<file path="src/hdl/rectifier_consts.svh">
// Operation
// - Run state word at 0x0030 reads 0 when stopped, 1 when running.
// - Primary alarm bits 0-3: line failure, DC low, DC high, current limit.
// - Primary alarm bits 4-7: battery too low, low, high, overtemperature.
// - Primary 8-15: earth, memory, fan, breaker, fuse, door, block, probe.
// - Regime at 0x0032: 0 auto, 1 float, 2 equalize, 3 boost, 4 test.
// - Rated input: bits 0-14 nominal volts, bit 15 set for three-phase.
// - Relay words 0x0038-0x003B read 1 energised, 0 de-energised in alarm.
// - Secondary bits 0-3: float, equalize, boost charging, boost expired.
// - Secondary 4-7: emergency stop, parallel, pre-alarm, 12-pulse failure.
// - Secondary bit 8 test failed, bit 9 bad phase order on 12-pulse.
// - Battery volts 0x0025, amps 0x0026 in tenths; degrees at 0x0027.
// - Line frequency at 0x0028 as unsigned tenths of a hertz.
// - Phase two, three volts 0x0023-24; line-to-line volts 0x002A-2C.
// - Phase one to three RMS currents at 0x002D, 0x002E, 0x002F.
// - Rated output volts at 0x0033, rated output amps at 0x0034.
// - Read-only firmware words: main processor 0x0036, auxiliary 0x0037.
// - A Modbus master reads the bank; addresses stay backward compatible.
// - Phase one phase-to-neutral volts at 0x0022.
`ifndef RECTIFIER_CONSTS_SVH
`define RECTIFIER_CONSTS_SVH

`define ADDR_PHASE1_VOLT    16'h0022
`define ADDR_PHASE2_VOLT    16'h0023
`define ADDR_PHASE3_VOLT    16'h0024
`define ADDR_BATT_VOLT      16'h0025
`define ADDR_BATT_CURR      16'h0026
`define ADDR_BATT_TEMP      16'h0027
`define ADDR_LINE_FREQ      16'h0028
`define ADDR_LINE12_VOLT    16'h002a
`define ADDR_LINE23_VOLT    16'h002b
`define ADDR_LINE31_VOLT    16'h002c
`define ADDR_PHASE1_CURR    16'h002d
`define ADDR_PHASE2_CURR    16'h002e
`define ADDR_PHASE3_CURR    16'h002f
`define ADDR_RUN_STATE      16'h0030
`define ADDR_ALARM_LO       16'h0031
`define ADDR_CHARGE_REGIME  16'h0032
`define ADDR_RATED_OUT_V    16'h0033
`define ADDR_RATED_OUT_I    16'h0034
`define ADDR_RATED_INPUT    16'h0035
`define ADDR_MAIN_FW        16'h0036
`define ADDR_AUX_FW         16'h0037
`define ADDR_RELAY_ONE      16'h0038
`define ADDR_RELAY_FOUR     16'h003b
`define ADDR_ALARM_HI       16'h003c

`define HI_FLOAT_BIT        0
`define HI_EQUALIZE_BIT     1
`define HI_BOOST_BIT        2
`define HI_BOOST_EXP_BIT    3
`define HI_ESTOP_BIT        4
`define HI_PARALLEL_BIT     5
`define HI_PREALARM_BIT     6
`define HI_PULSE12_BIT      7
`define HI_TEST_FAIL_BIT    8
`define HI_BAD_SEQ_BIT      9
`define RATED_PHASE_BIT     15

`define WORD_ZERO           16'h0000
`define RUN_ONE             16'h0001
`define REGIME_MAX          3'h4
`define RELAY_COUNT         4

`endif

</file>
<file path="src/hdl/rectifier_pkg.sv">
package rectifier_pkg;

  typedef logic [15:0] word_t;

  // Charging regime codes as reported to the master
  typedef enum logic [2:0] {
    regime_auto,
    regime_float,
    regime_equalize,
    regime_boost,
    regime_test
  } regime_e;

endpackage

</file>
<file path="src/hdl/rectifier_status_register_map.sv">
`timescale 1ns/1ps
`include "rectifier_consts.svh"

module rectifier_status_register_map #(
  parameter logic [15:0] rated_out_volts    = 16'h0030,
  parameter logic [15:0] rated_out_amps     = 16'h0014,
  parameter logic [14:0] rated_in_volts     = 15'h00e6,
  parameter logic        three_phase_unit   = 1'b1,
  parameter logic        twelve_pulse_unit  = 1'b0,
  // Firmware words: arbitrary values
  parameter logic [15:0] main_fw_version    = 16'h0001,
  parameter logic [15:0] aux_fw_version     = 16'h0001
) (
  input  wire logic        clk,
  input  wire logic        resetn,
  input  wire logic        rd_en,
  input  wire logic [15:0] rd_addr,
  output logic      [15:0] rd_data,
  output logic             rd_valid,
  output logic             rd_hit,
  input  wire logic        snap_hold,
  input  wire logic        running,
  input  wire logic [15:0] primary_alarm_cond,
  input  wire logic [2:0]  charge_regime_in,
  input  wire logic        boost_expired,
  input  wire logic        emergency_stop,
  input  wire logic        parallel_fault,
  input  wire logic        temp_prealarm,
  input  wire logic        pulse12_failure,
  input  wire logic        battery_test_failed,
  input  wire logic        bad_phase_sequence,
  input  wire logic [3:0]  relay_energised,
  input  wire logic [15:0] phase_one_volt_in,
  input  wire logic [15:0] phase_two_volt_in,
  input  wire logic [15:0] phase_three_volt_in,
  input  wire logic [15:0] battery_volt_in,
  input  wire logic [15:0] battery_curr_in,
  input  wire logic [15:0] battery_temp_in,
  input  wire logic [15:0] line_freq_in,
  input  wire logic [15:0] line_one_two_volt_in,
  input  wire logic [15:0] line_two_three_volt_in,
  input  wire logic [15:0] line_three_one_volt_in,
  input  wire logic [15:0] phase_one_curr_in,
  input  wire logic [15:0] phase_two_curr_in,
  input  wire logic [15:0] phase_three_curr_in
);

  // Measurement snapshot, frozen while the master reads a block
  rectifier_pkg::word_t    phase1_voltage_r;
  rectifier_pkg::word_t    phase2_voltage_r;
  rectifier_pkg::word_t    phase3_voltage_r;
  rectifier_pkg::word_t    battery_voltage_r;
  rectifier_pkg::word_t    battery_current_r;
  rectifier_pkg::word_t    battery_temperature_r;
  rectifier_pkg::word_t    line_frequency_r;
  rectifier_pkg::word_t    line12_voltage_r;
  rectifier_pkg::word_t    line23_voltage_r;
  rectifier_pkg::word_t    line31_voltage_r;
  rectifier_pkg::word_t    phase1_current_r;
  rectifier_pkg::word_t    phase2_current_r;
  rectifier_pkg::word_t    phase3_current_r;
  rectifier_pkg::regime_e  charge_regime_r;
  rectifier_pkg::word_t    run_state_word;
  rectifier_pkg::word_t    primary_alarm_flags;
  rectifier_pkg::word_t    secondary_alarm_flags;
  rectifier_pkg::word_t    battery_charging_regime;
  rectifier_pkg::word_t    rated_input_word;
  rectifier_pkg::word_t    relay_word [`RELAY_COUNT];
  rectifier_pkg::word_t    rd_data_nxt;
  logic                    rd_hit_nxt;
  logic [2:0]              regime_flags;

  // Float, equalize and boost flags follow the regime in force
  function automatic logic [2:0] regime_to_flags(
    input rectifier_pkg::regime_e r
  );
    logic [2:0] f;
    f = 3'h0;
    unique case (r)
      rectifier_pkg::regime_float:    f = 3'h1;
      rectifier_pkg::regime_equalize: f = 3'h2;
      rectifier_pkg::regime_boost:    f = 3'h4;
      rectifier_pkg::regime_auto,
      rectifier_pkg::regime_test:     f = 3'h0;
      default:                        f = 3'h0;
    endcase
    return f;
  endfunction

  // Snapshot of analogue readings, held off while snap_hold is high
  always_ff @(posedge clk)
  begin
    if (!resetn)
    begin
      phase1_voltage_r      <= `WORD_ZERO;
      phase2_voltage_r      <= `WORD_ZERO;
      phase3_voltage_r      <= `WORD_ZERO;
      battery_voltage_r     <= `WORD_ZERO;
      battery_current_r     <= `WORD_ZERO;
      battery_temperature_r <= `WORD_ZERO;
      line_frequency_r      <= `WORD_ZERO;
      line12_voltage_r      <= `WORD_ZERO;
      line23_voltage_r      <= `WORD_ZERO;
      line31_voltage_r      <= `WORD_ZERO;
      phase1_current_r      <= `WORD_ZERO;
      phase2_current_r      <= `WORD_ZERO;
      phase3_current_r      <= `WORD_ZERO;
    end
    else if (!snap_hold)
    begin
      phase1_voltage_r      <= phase_one_volt_in;
      phase2_voltage_r      <= phase_two_volt_in;
      phase3_voltage_r      <= phase_three_volt_in;
      battery_voltage_r     <= battery_volt_in;
      battery_current_r     <= battery_curr_in;
      battery_temperature_r <= battery_temp_in;
      line_frequency_r      <= line_freq_in;
      line12_voltage_r      <= line_one_two_volt_in;
      line23_voltage_r      <= line_two_three_volt_in;
      line31_voltage_r      <= line_three_one_volt_in;
      phase1_current_r      <= phase_one_curr_in;
      phase2_current_r      <= phase_two_curr_in;
      phase3_current_r      <= phase_three_curr_in;
    end
  end

  // Regime register; an out-of-range code keeps the last good regime
  always_ff @(posedge clk)
  begin
    if (!resetn)
      charge_regime_r <= rectifier_pkg::regime_auto;
    else if (charge_regime_in <= `REGIME_MAX)
      charge_regime_r <= rectifier_pkg::regime_e'(charge_regime_in);
  end

  assign regime_flags = regime_to_flags(charge_regime_r);

  // Status words built from the live conditions, the regime register and the rating parameters
  always_comb
  begin
    run_state_word = running ? `RUN_ONE : `WORD_ZERO;
    primary_alarm_flags = primary_alarm_cond;
    battery_charging_regime = {13'h0000, charge_regime_r};
    rated_input_word = {three_phase_unit, rated_in_volts};
    secondary_alarm_flags = `WORD_ZERO;
    secondary_alarm_flags[`HI_FLOAT_BIT]     = regime_flags[0];
    secondary_alarm_flags[`HI_EQUALIZE_BIT]  = regime_flags[1];
    secondary_alarm_flags[`HI_BOOST_BIT]     = regime_flags[2];
    secondary_alarm_flags[`HI_BOOST_EXP_BIT] = boost_expired;
    secondary_alarm_flags[`HI_ESTOP_BIT]     = emergency_stop;
    secondary_alarm_flags[`HI_PARALLEL_BIT]  = parallel_fault;
    secondary_alarm_flags[`HI_PREALARM_BIT]  = temp_prealarm;
    secondary_alarm_flags[`HI_PULSE12_BIT]   = pulse12_failure;
    secondary_alarm_flags[`HI_TEST_FAIL_BIT] = battery_test_failed;
    // Phase sequence is only meaningful on twelve-pulse units
    secondary_alarm_flags[`HI_BAD_SEQ_BIT] =
      bad_phase_sequence & twelve_pulse_unit;
  end

  // One word per relay, 1 while energised
  genvar gi;
  generate
    for (gi = 0; gi < `RELAY_COUNT; gi++)
    begin : g_relay
      assign relay_word[gi] = {15'h0000, relay_energised[gi]};
    end
  endgenerate

  // Address decode; anything not listed reads zero and misses
  always_comb
  begin
    rd_data_nxt = `WORD_ZERO;
    rd_hit_nxt  = 1'b1;
    unique case (rd_addr)
      `ADDR_PHASE1_VOLT:   rd_data_nxt = phase1_voltage_r;
      `ADDR_PHASE2_VOLT:   rd_data_nxt = phase2_voltage_r;
      `ADDR_PHASE3_VOLT:   rd_data_nxt = phase3_voltage_r;
      `ADDR_BATT_VOLT:     rd_data_nxt = battery_voltage_r;
      `ADDR_BATT_CURR:     rd_data_nxt = battery_current_r;
      `ADDR_BATT_TEMP:     rd_data_nxt = battery_temperature_r;
      `ADDR_LINE_FREQ:     rd_data_nxt = line_frequency_r;
      `ADDR_LINE12_VOLT:   rd_data_nxt = line12_voltage_r;
      `ADDR_LINE23_VOLT:   rd_data_nxt = line23_voltage_r;
      `ADDR_LINE31_VOLT:   rd_data_nxt = line31_voltage_r;
      `ADDR_PHASE1_CURR:   rd_data_nxt = phase1_current_r;
      `ADDR_PHASE2_CURR:   rd_data_nxt = phase2_current_r;
      `ADDR_PHASE3_CURR:   rd_data_nxt = phase3_current_r;
      `ADDR_RUN_STATE:     rd_data_nxt = run_state_word;
      `ADDR_ALARM_LO:      rd_data_nxt = primary_alarm_flags;
      `ADDR_CHARGE_REGIME: rd_data_nxt = battery_charging_regime;
      `ADDR_RATED_OUT_V:   rd_data_nxt = rated_out_volts;
      `ADDR_RATED_OUT_I:   rd_data_nxt = rated_out_amps;
      `ADDR_RATED_INPUT:   rd_data_nxt = rated_input_word;
      `ADDR_MAIN_FW:       rd_data_nxt = main_fw_version;
      `ADDR_AUX_FW:        rd_data_nxt = aux_fw_version;
      `ADDR_ALARM_HI:      rd_data_nxt = secondary_alarm_flags;
      default:
      begin
        if (rd_addr >= `ADDR_RELAY_ONE && rd_addr <= `ADDR_RELAY_FOUR)
          rd_data_nxt = relay_word[rd_addr[1:0]];
        else
          rd_hit_nxt = 1'b0;
      end
    endcase
  end

  // Registered read answer, one cycle after the request
  always_ff @(posedge clk)
  begin
    if (!resetn)
    begin
      rd_data  <= `WORD_ZERO;
      rd_valid <= 1'b0;
      rd_hit   <= 1'b0;
    end
    else
    begin
      rd_valid <= rd_en;
      if (rd_en)
      begin
        rd_data <= rd_data_nxt;
        rd_hit  <= rd_hit_nxt;
      end
    end
  end

endmodule

</file>
<file path="config.mk">
export PLATFORM = sky130hd
export DESIGN_NAME = rectifier_status_register_map
export DESIGN_NICKNAME = d
export VERILOG_FILES = /design/src/hdl/rectifier_pkg.sv /design/src/hdl/rectifier_status_register_map.sv
export VERILOG_INCLUDE_DIRS = /design/src /design/src/hdl
export SDC_FILE = /design/constraint.sdc
export NUM_CORES = 1
export LEC_CHECK = 0
export BUFFER_PORTS_ARGS = -buffer_cell sky130_fd_sc_hd__buf_4
export CAP_MARGIN = 20
export CORE_UTILIZATION = 40
export DETAILED_ROUTE_END_ITERATION = 12
export GPL_ROUTABILITY_DRIVEN = 0
export SYNTH_ARGS = -nofsm -noshare
export SYNTH_HDL_FRONTEND = slang
export SYNTH_SLANG_ARGS = --single-unit
export TNS_END_PERCENT = 100
</file>
<file path="constraint.sdc">
create_clock -name clk -period 3.9 [get_ports clk]
set_input_delay 0.78 -clock clk [delete_from_list [all_inputs] [get_ports clk]]
set_output_delay 0.78 -clock clk [all_outputs]
set_load 0.02 [all_outputs]
</file>
# After elaboration in Yosys (flattened, before gate mapping)
# Index checks and enable logic that the tools add are counted.
# op_classes
n_lt_le_gt_ge	4
n_eq_ne	25
n_mux	9
bitwise	1
n_reduce_logical	3
# op_table
cell	n
16-bit by 6-bit equality test with 1-bit output, second input constant	22
16-bit one-hot mux with 21 select lines	1
16-bit 2-to-1 mux	3
16-bit binary-select mux with 2-bit select	1
22-bit OR reduction	1
16-bit by 6-bit >= comparator with 1-bit output, second input constant	1
16-bit by 6-bit less-or-equal comparator with 1-bit output, second input constant	1
3-bit one-hot mux with 3 select lines	1
3-bit by 2-bit equality test with 1-bit output, second input constant	2
3-bit by 1-bit equality test with 1-bit output, second input constant	1
3-bit >= comparator, second input constant	1
3-bit less-or-equal comparator, second input constant	1
1-bit 2-to-1 mux	3
2-bit inverter with 3-bit output	1
2-bit OR reduction	1
1-bit logical AND	1
# word_totals
regBits	229
inputBits	259
output_inout_bits	18
elab_cells	59

# Longest topological paths before layout
# Gate-level depths: netlist (run 1).
# logic_depth
word_depth	6
ltp_mapped	9
depth_no_buf	6

# Worst setup path after synthesis (run 1)
# Ideal clock, no wire load.
# synth_timing
path_type	input-to-reg
startpoint	input rd_addr[8]
endpoint	register rd_data[1]
setup_ps	75
arrival_ps	2354
required_time_ps	3825
path_slack_ps	1471
path_stages	7
n_path_buf	1
path_cell_list	or4_4 -> buf_6 -> nor3_4 -> and2_4 -> a22oi_1 -> and3_1 -> a22oi_2
# synth_via
elab_chain_len	4
elab_cells_between_ends	28
cone_classes	2 x order compare; 22 x eq/ne; 2 x mux; 2 x reduce/logical
# synth_lines
element	line	rtl
start, declared	rectifier_status_register_map.sv:17	input wire logic [15:0] rd_addr,
16-bit by 6-bit >= comparator with 1-bit output (no source line) or 16-bit by 6-bit less-or-equal comparator with 1-bit output (tied branches)	--	
1-bit logical AND (no source line)	--	
16-bit 2-to-1 mux	rectifier_status_register_map.sv:199	if (rd_addr >= `ADDR_RELAY_ONE && rd_addr <= `ADDR_RELAY_FOUR)
16-bit one-hot mux with 21 select lines *	rectifier_status_register_map.sv:174	unique case (rd_addr)
end signal, assigned	rectifier_status_register_map.sv:212	rd_data <= `WORD_ZERO;
end signal, assigned	rectifier_status_register_map.sv:221	rd_data <= rd_data_nxt;
end, declared	rectifier_status_register_map.sv:18	output logic [15:0] rd_data,
# Mark *: on every way between the ends. The rest lies on a longest branch, timed or not.
# A chain may end at the register's enable or synchronous reset.

# Worst setup path in the final report (run 1)
# layout_timing
startpoint	input rd_addr[1]
endpoint	register rd_data[7]
# layout_via
elab_chain_len	6
elab_cells_between_ends	32
cone_classes	2 x order compare; 22 x eq/ne; 5 x mux; 1 x bitwise; 2 x reduce/logical
# layout_lines
element	line
parallel branches: the longest is 5 deep, another holds 16-bit by 6-bit >= comparator with 1-bit output	--
16-bit one-hot mux with 21 select lines *	rectifier_status_register_map.sv:174
# Mark *: on every way between the ends. The select of a mux whose other input is x is not followed.

==> reports/metrics.csv, run 1 <==
stage,metric,value,unit
synthesis,largest family of logic cells by synthesized area,multiplexers,
global_route,met1 Usage GRT,0.371,
synthesis,top cell type's share of synthesized area,0.419,
synthesis,sequential area share after synthesis,0.419,
synthesis,Post-Syn Area per Cell,10.0,µm²
timing,Final Hold Fails,0,
drt,wire per inst,22.9,µm
min_path,Hold Path Cell Cnt,2,
worst_setup_path,crit path DAT,3.15,ns
final_layout,Layout Utilization,0.530,
clock_tree,CTS tree,yes,
global_route,grt total ovfl,0,
timing,actual slew at the worst max-slew pin,0.970,ns
die,boundary pin count,277,
worst_setup_path,worst r2r path cells,4,
power_and_ir_drop,Combinational Power Share,0.118,
global_route,vias in the first global route,8971,
power_and_ir_drop,sequential power share,0.433,
drt,Remaining DRCs,0,
final_layout,Area growth syn-to-layout,30.3,%
clock_tree,clock transition at the registers of the reported paths,0.06,ns
worst_setup_path,worst setup path category,primary input to flip-flop,
timing,Max-slew headroom,0.353,
synthesis,Synth Register Bits,229,
die,Die Y,167,µm
timing,Final Setup Violations,0,
status,status,"finished, final reports clean",
timing,fin crit share,0.707,
drt,Via Count,9389,
synthesis,Post-synth EDFFs,0,
die,Placement Rows,60,
die,Die Width,167,µm
synthesis,Synth async-reset ratio,0,
clock_tree,total CTS buffers,26,
power_and_ir_drop,leak pwr,6.17,nW
synthesis,post-synthesis compound-gate area fraction,0.100,
worst_setup_path,startpoint types,primary input,
clock_tree,root buf cell,clkbuf_16,
synthesis,Post-Synth Simple-Gate Area,0.224,
global_route,first-pass GRT wire length,56.5,mm
min_path,Worst Hold Class,flip-flop to flip-flop,
power_and_ir_drop,sw power,1.40,mW
synthesis,top_reg_cell synth,dfxtp_1,
clock_tree,H-tree Lvls,1,
clock_tree,Post-CTS Resized,0,
global_route,met3 usage,0.0567,
min_path,WHS Endpoint,rd_data[7],
place,PortBufs,275,
synthesis,"count leader, synth",mux2i_1,
final_layout,share of layout cells above drive strength 1,0.275,
place,Post-Place Cells,1653,
die,Initial Utilization,0.407,
drt,post-route antenna net violation count,0,
place,DP Worst Slack,0.716,ns
synthesis,mapped cell area,10900,µm²
final_layout,NumNets Final,1599,
timing,worst setup margin,1.14,ns
global_route,initial antenna violation count,0,
timing,number of max-slew violations in the final report,0,
clock_tree,setup repair bufs after CTS,0,
final_layout,ANT cells,0,
worst_setup_path,end of the worst register-to-register path,rd_data[7],
timing,setup TNS,0,ns
place,DP Wirelength,29.7,mm
worst_setup_path,Critical Path Fanout Max,31,
worst_setup_path,Setup crit start,rd_addr[1],
worst_setup_path,r2r setup slk,2.08,ns
drt,final wirelength,39.0,mm
synthesis,post-synthesis mux area share,0.226,
drt,DR iter-0 viols,1090,
die,CORE AREA,26900,µm²
global_route,GRT Resource Usage Total,0.269,
power_and_ir_drop,Power Dens Cells,416,nW/µm²
power_and_ir_drop,worst vdd ir,291,µV
global_route,GR Util met2,0.420,
synthesis,adder-cell share of the synthesized area,0,
timing,minimum clock period,2.76,ns
min_path,HP Start,rd_data[7],
timing,maximum clock rate,363,MHz
worst_setup_path,crit end category,flip-flop,
timing,unrepaired setup endpoints after global routing,false,
clock_tree,Clock Tree Buf Depth,3,
worst_setup_path,worst r2r src,battery_current_r[7],
power_and_ir_drop,Power Internal,4.52,mW
die,Die Footprint,28000,µm²
global_route,pin count of the biggest net entering global routing,157,
final_layout,Layout Cells excl Fill,1699,
run,max cap viols,0,
power_and_ir_drop,Clk pwr share,0.448,
drt,vias per inst,5.53,
clock_tree,hold_buf cts,0,
worst_setup_path,Crit path required time,4.30,ns
synthesis,Netlist cell types,70,
synthesis,synth cell count leaders,"mux2i_1, dfxtp_1, nor2b_1",
power_and_ir_drop,switch share,0.236,
global_route,GR peak layer,met2,
clock_tree,Clock Latency Late Sink,0.54,ns
clock_tree,clock sinks,229,
synthesis,Post-Synthesis Cells,1092,
synthesis,yosys warns,0,
synthesis,Post-Syn Nets,1351,
synthesis,Yosys top cell by area,dfxtp_1,
drt,Initial DRT Pass Iterations,6,
timing,skew final,0.0201,ns
synthesis,Area contributors post-synth,"dfxtp_1, mux2i_1, nor2b_1",
synthesis,Post-Synth XOR/XNOR Area,0,
## kinds of logic (layout without fill, tap and decap cells)
logic type / after synthesis / in the layout
flip-flops: 229 / 229
AND/OR/NAND/NOR: 397 / 397
AO/OA/AOI/OAI: 142 / 142
buffers and inverters: 79 / 345
multiplexers: 245 / 245
## worst max-delay path: stages
cell       delay [ns]
buf_4            0.39
and3b_1          0.36
and3_1           0.29
and2_1           0.34
a221o_1          0.40
a2111oi_0        0.42
a32oi_1          0.17
## metal layers
layer	up-vias	wire, µm
met5	-	0
met4	0	1200
met3	77	3540
met1	4399	17200
met2	477	17000
li1	4436	-
## metrics by stage
step                power (mW)  instance area [µm²]  hold WS [ns]
floorplan                 2.95                10900         0.467
global placement          3.30                13300         0.450
detailed placement        3.31                13300         0.461
CTS                       5.96                14200         0.470
global route              6.12                14200         0.482
finish                    5.92                14200         0.472
## power by group through the flow
stage / combinational (mW) / sequential (mW) / clock, mW
2_1_floorplan: 0.379 / 2.57 / 0
3_3_place_gp: 0.691 / 2.61 / 0
3_5_place_dp: 0.697 / 2.62 / 0
4_1_cts: 0.699 / 2.56 / 2.70
5_1_grt: 0.750 / 2.58 / 2.80
6_report: 0.701 / 2.57 / 2.65
## cells in the final DEF, fill, tap and decap left out, types with 5 or more instances in the layout
| cell type | count |
|---|---|
| buf_4 | 290 |
| mux2i_1 | 238 |
| dfxtp_1 | 229 |
| nor2b_1 | 216 |
| nand2_1 | 34 |
| a22oi_1 | 29 |
| nand3_1 | 27 |
| clkbuf_16 | 26 |
| nor2_1 | 24 |
| nor3_1 | 18 |
| o21ai_0 | 17 |
| a32oi_1 | 15 |
| nand4_1 | 14 |
| a22o_1 | 13 |
| a21oi_1 | 11 |
| and3_1 | 10 |
| clkbuf_8 | 10 |
| nor3_2 | 8 |
| mux2_2 | 6 |
| inv_1 | 5 |
| nand2b_1 | 5 |
| o22ai_1 | 5 |
| a2bb2oi_1 | 5 |
| nor4_1 | 5 |
| a32o_1 | 5 |
## worst max path at each step
stage / end / cells past startpoint
after floorplan: rd_data[1] / 7
after global placement: rd_data[7] / 7
after detailed placement: rd_data[3] / 7
after CTS: rd_data[3] / 7
after global routing: rd_data[3] / 7
final: rd_data[7] / 7
## final cells by class
| class | count | area (µm²) |
|---|---|---|
| Fill cell | 2522 | 12600 |
| Multi-Input combinational cell | 784 | 6020 |
| Sequential cell | 229 | 4580 |
| Timing Repair Buffer | 294 | 2250 |
| Clock buffer | 39 | 800 |
| Tap cell | 341 | 427 |
| Clock inverter | 7 | 149 |
| Inverter | 5 | 18.8 |
(Power assumes the default switching activity.)
==> run 2, diff against run 1 <==
Clock period 3.9 ns to 2.7 ns, I/O delays scaled along.
==> run 2 against run 1 <==
  * Global-route usage increased by 0.77 points
  * Critical path type unchanged
  * Highest routed layer unchanged
  * Clock skew increased by 0.0023 ns
  * Clock power increased by 39%
  * Largest cell class unchanged
==> reports/metrics.csv, run 2 (same netlist as run 1, synthesis figures left out) <==
stage,metric,value,unit,change
status,status,"finished, final reports clean",,
worst_setup_path,startpoint types,primary input,,
timing,Final Setup Violations,0,,unchanged
power_and_ir_drop,Combinational Power Share,0.124,,+0.006
clock_tree,CTS tree,yes,,
die,Initial Utilization,0.407,,unchanged
timing,maximum clock rate,488,MHz,
clock_tree,clock sinks,229,,unchanged
drt,vias per inst,5.51,,-0.34%
worst_setup_path,Setup crit start,rd_addr[8],,
global_route,initial antenna violation count,0,,unchanged
final_layout,NumNets Final,1643,,+2.8%
power_and_ir_drop,Clk pwr share,0.437,,-0.011
die,Die Footprint,28000,µm²,unchanged
worst_setup_path,Crit path required time,3.17,ns,-1.13 ns
drt,wire per inst,22.7,µm,-0.89%
drt,DR iter-0 viols,930,,-15%
power_and_ir_drop,Power Dens Cells,578,nW/µm²,+39%
final_layout,"commonest non-fill, non-tap cell in the layout",buf_4,,
drt,Initial DRT Pass Iterations,5,,-1
worst_setup_path,worst setup path category,primary input to flip-flop,,
timing,Final Hold Fails,0,,unchanged
global_route,pin count of the biggest net entering global routing,73,,-54%
timing,number of max-slew violations in the final report,0,,unchanged
final_layout,most frequent cells in the layout,"buf_4, mux2i_1, dfxtp_1",,
global_route,GR Util met2,0.434,,+0.0139
global_route,vias in the first global route,9403,,+4.8%
clock_tree,total CTS buffers,26,,unchanged
die,CORE AREA,26900,µm²,unchanged
final_layout,multi-input logic area,6020,µm²,unchanged
power_and_ir_drop,Power Internal,6.40,mW,+41%
timing,actual slew at the worst max-slew pin,0.652,ns,-0.318 ns
power_and_ir_drop,leak pwr,6.40,nW,+3.7%
min_path,HP Start,battery_volt_in[2],,
timing,unrepaired setup endpoints after global routing,false,,
min_path,Worst Hold Class,primary input to flip-flop,,
worst_setup_path,crit path DAT,2.52,ns,-0.63 ns
global_route,first-pass GRT wire length,58.3,mm,+3.2%
place,PortBufs,275,,unchanged
drt,post-route antenna net violation count,0,,unchanged
drt,final wirelength,39.7,mm,+1.8%
place,DP Wirelength,31.0,mm,+4.5%
clock_tree,Post-CTS Resized,0,,unchanged
global_route,GRT Resource Usage Total,0.277,,+0.00769
final_layout,share of layout cells above drive strength 1,0.296,,+0.0209
worst_setup_path,crit end category,flip-flop,,
worst_setup_path,CP Cell Sequence,"buf_4, or4_4, or4_1, nor3_1, a311o_1, nor3_1, a32oi_1",,
place,DP Worst Slack,0.157,ns,-0.560 ns
worst_setup_path,worst r2r path cells,4,,unchanged
worst_setup_path,CP top delay family,simple AND/OR/NAND/NOR gates,,
power_and_ir_drop,worst vdd ir,379,µV,+30%
worst_setup_path,Critical Path Fanout Max,12,,-61%
worst_setup_path,CP max stage delay,0.69,ns,+0.27 ns
global_route,GR peak layer,met2,,
timing,skew final,0.0224,ns,+0.00232 ns
worst_setup_path,WP buf/inv,1,,unchanged
die,Placement Rows,60,,unchanged
power_and_ir_drop,sw power,2.05,mW,+47%
final_layout,Area growth syn-to-layout,33.6,%,
clock_tree,clock transition at the registers of the reported paths,0.06,ns,about the same
place,Post-Place Cells,1697,,+2.7%
global_route,met1 Usage GRT,0.375,,+0.00460
power_and_ir_drop,post-layout power,8.45,mW,+43%
run,max cap viols,0,,unchanged
final_layout,Layout Cells excl Fill,1745,,+2.7%
global_route,grt total ovfl,0,,unchanged
timing,WHS,0.243,ns,-0.229 ns
final_layout,ANT cells,0,,unchanged
timing,worst setup margin,0.649,ns,-0.494 ns
worst_setup_path,r2r setup slk,0.95,ns,-1.13 ns
worst_setup_path,cell mode on critical path,nor3_1,,
clock_tree,root buf cell,clkbuf_16,,
clock_tree,Clock Latency Late Sink,0.55,ns,about the same
clock_tree,H-tree Lvls,1,,unchanged
timing,fin crit share,0.760,,
min_path,WHS Endpoint,battery_voltage_r[2],,
drt,Via Count,9610,,+2.4%
power_and_ir_drop,switch share,0.243,,+0.00658
timing,Max-slew headroom,0.554,,+0.201
drt,Remaining DRCs,0,,unchanged
min_path,Hold Path Cell Cnt,3,,+1
timing,minimum clock period,2.05,ns,
clock_tree,setup repair bufs after CTS,0,,unchanged
clock_tree,Clock Tree Buf Depth,3,,unchanged
final_layout,Fill cells,2501,,-0.83%
die,Die Width,167,µm,unchanged
global_route,met3 usage,0.0598,,+0.00307
worst_setup_path,Worst path slowest cell,or4_4,,
clock_tree,hold_buf cts,0,,unchanged
power_and_ir_drop,sequential power share,0.439,,+0.006
final_layout,register area,4580,µm²,unchanged
worst_setup_path,end of the worst register-to-register path,rd_data[7],,
timing,setup TNS,0,ns,unchanged
worst_setup_path,worst r2r src,battery_current_r[7],,
die,boundary pin count,277,,unchanged
die,Die Y,167,µm,unchanged
run 2: cell types whose count changed in the layout (fill, tap and decap cells not counted), sizes merged:
| cell | change |
|---|---|
| clkbuf | +1 |
| bufinv | -1 |
| buf | +44 |
| clkinv | +2 |
run 2: per-stage QoR:
stage	instance area [µm²]	util
2_1_floorplan	10900	-
3_3_place_gp	13700	0.510
3_5_place_dp	13700	0.510
4_1_cts	14600	0.543
5_1_grt	14600	0.543
6_report	14600	0.543
run 2: worst min-delay path, cell delays in order:
cell and delay [ns]:
buf_4 0.07, mux2i_1 0.05, nor2b_1 0.09
run 2: power by group through the flow:
stage	Combinational, mW	Sequential (mW)	Clock [mW]
floorplan	0.547	3.71	0
detailed placement	1.04	3.78	0
global placement	1.03	3.78	0
global route	1.12	3.73	3.90
finish	1.04	3.71	3.69
CTS	1.04	3.71	3.74
run 2: area by class of cell:
class                      count  area share
timing repair buffer         338       0.182
inverter                       5     0.00128
tap                          341      0.0292
multi-input combinational    784       0.412
sequential                   229       0.314
clock buffer                  40      0.0529
clock inverter                 8     0.00882
run 2: per-layer routing:
layer,part of all wire,routed length (µm)
met2,0.45,17700
met1,0.44,17300
met4,0.032,1260
met3,0.086,3410
met5,0,0
run 2: worst max path at each step:
| stage | endpoint | slack (ns) | cells past startpoint |
|---|---|---|---|
| final | rd_data[6] | 0.65 | 7 |
| after global routing | rd_data[1] | 0.53 | 8 |
| after CTS | rd_data[13] | 0.71 | 9 |
| after detailed placement | rd_data[9] | 0.16 | 9 |
| after global placement | rd_data[6] | 0.20 | 7 |
| after floorplan | rd_data[1] | 0.51 | 7 |
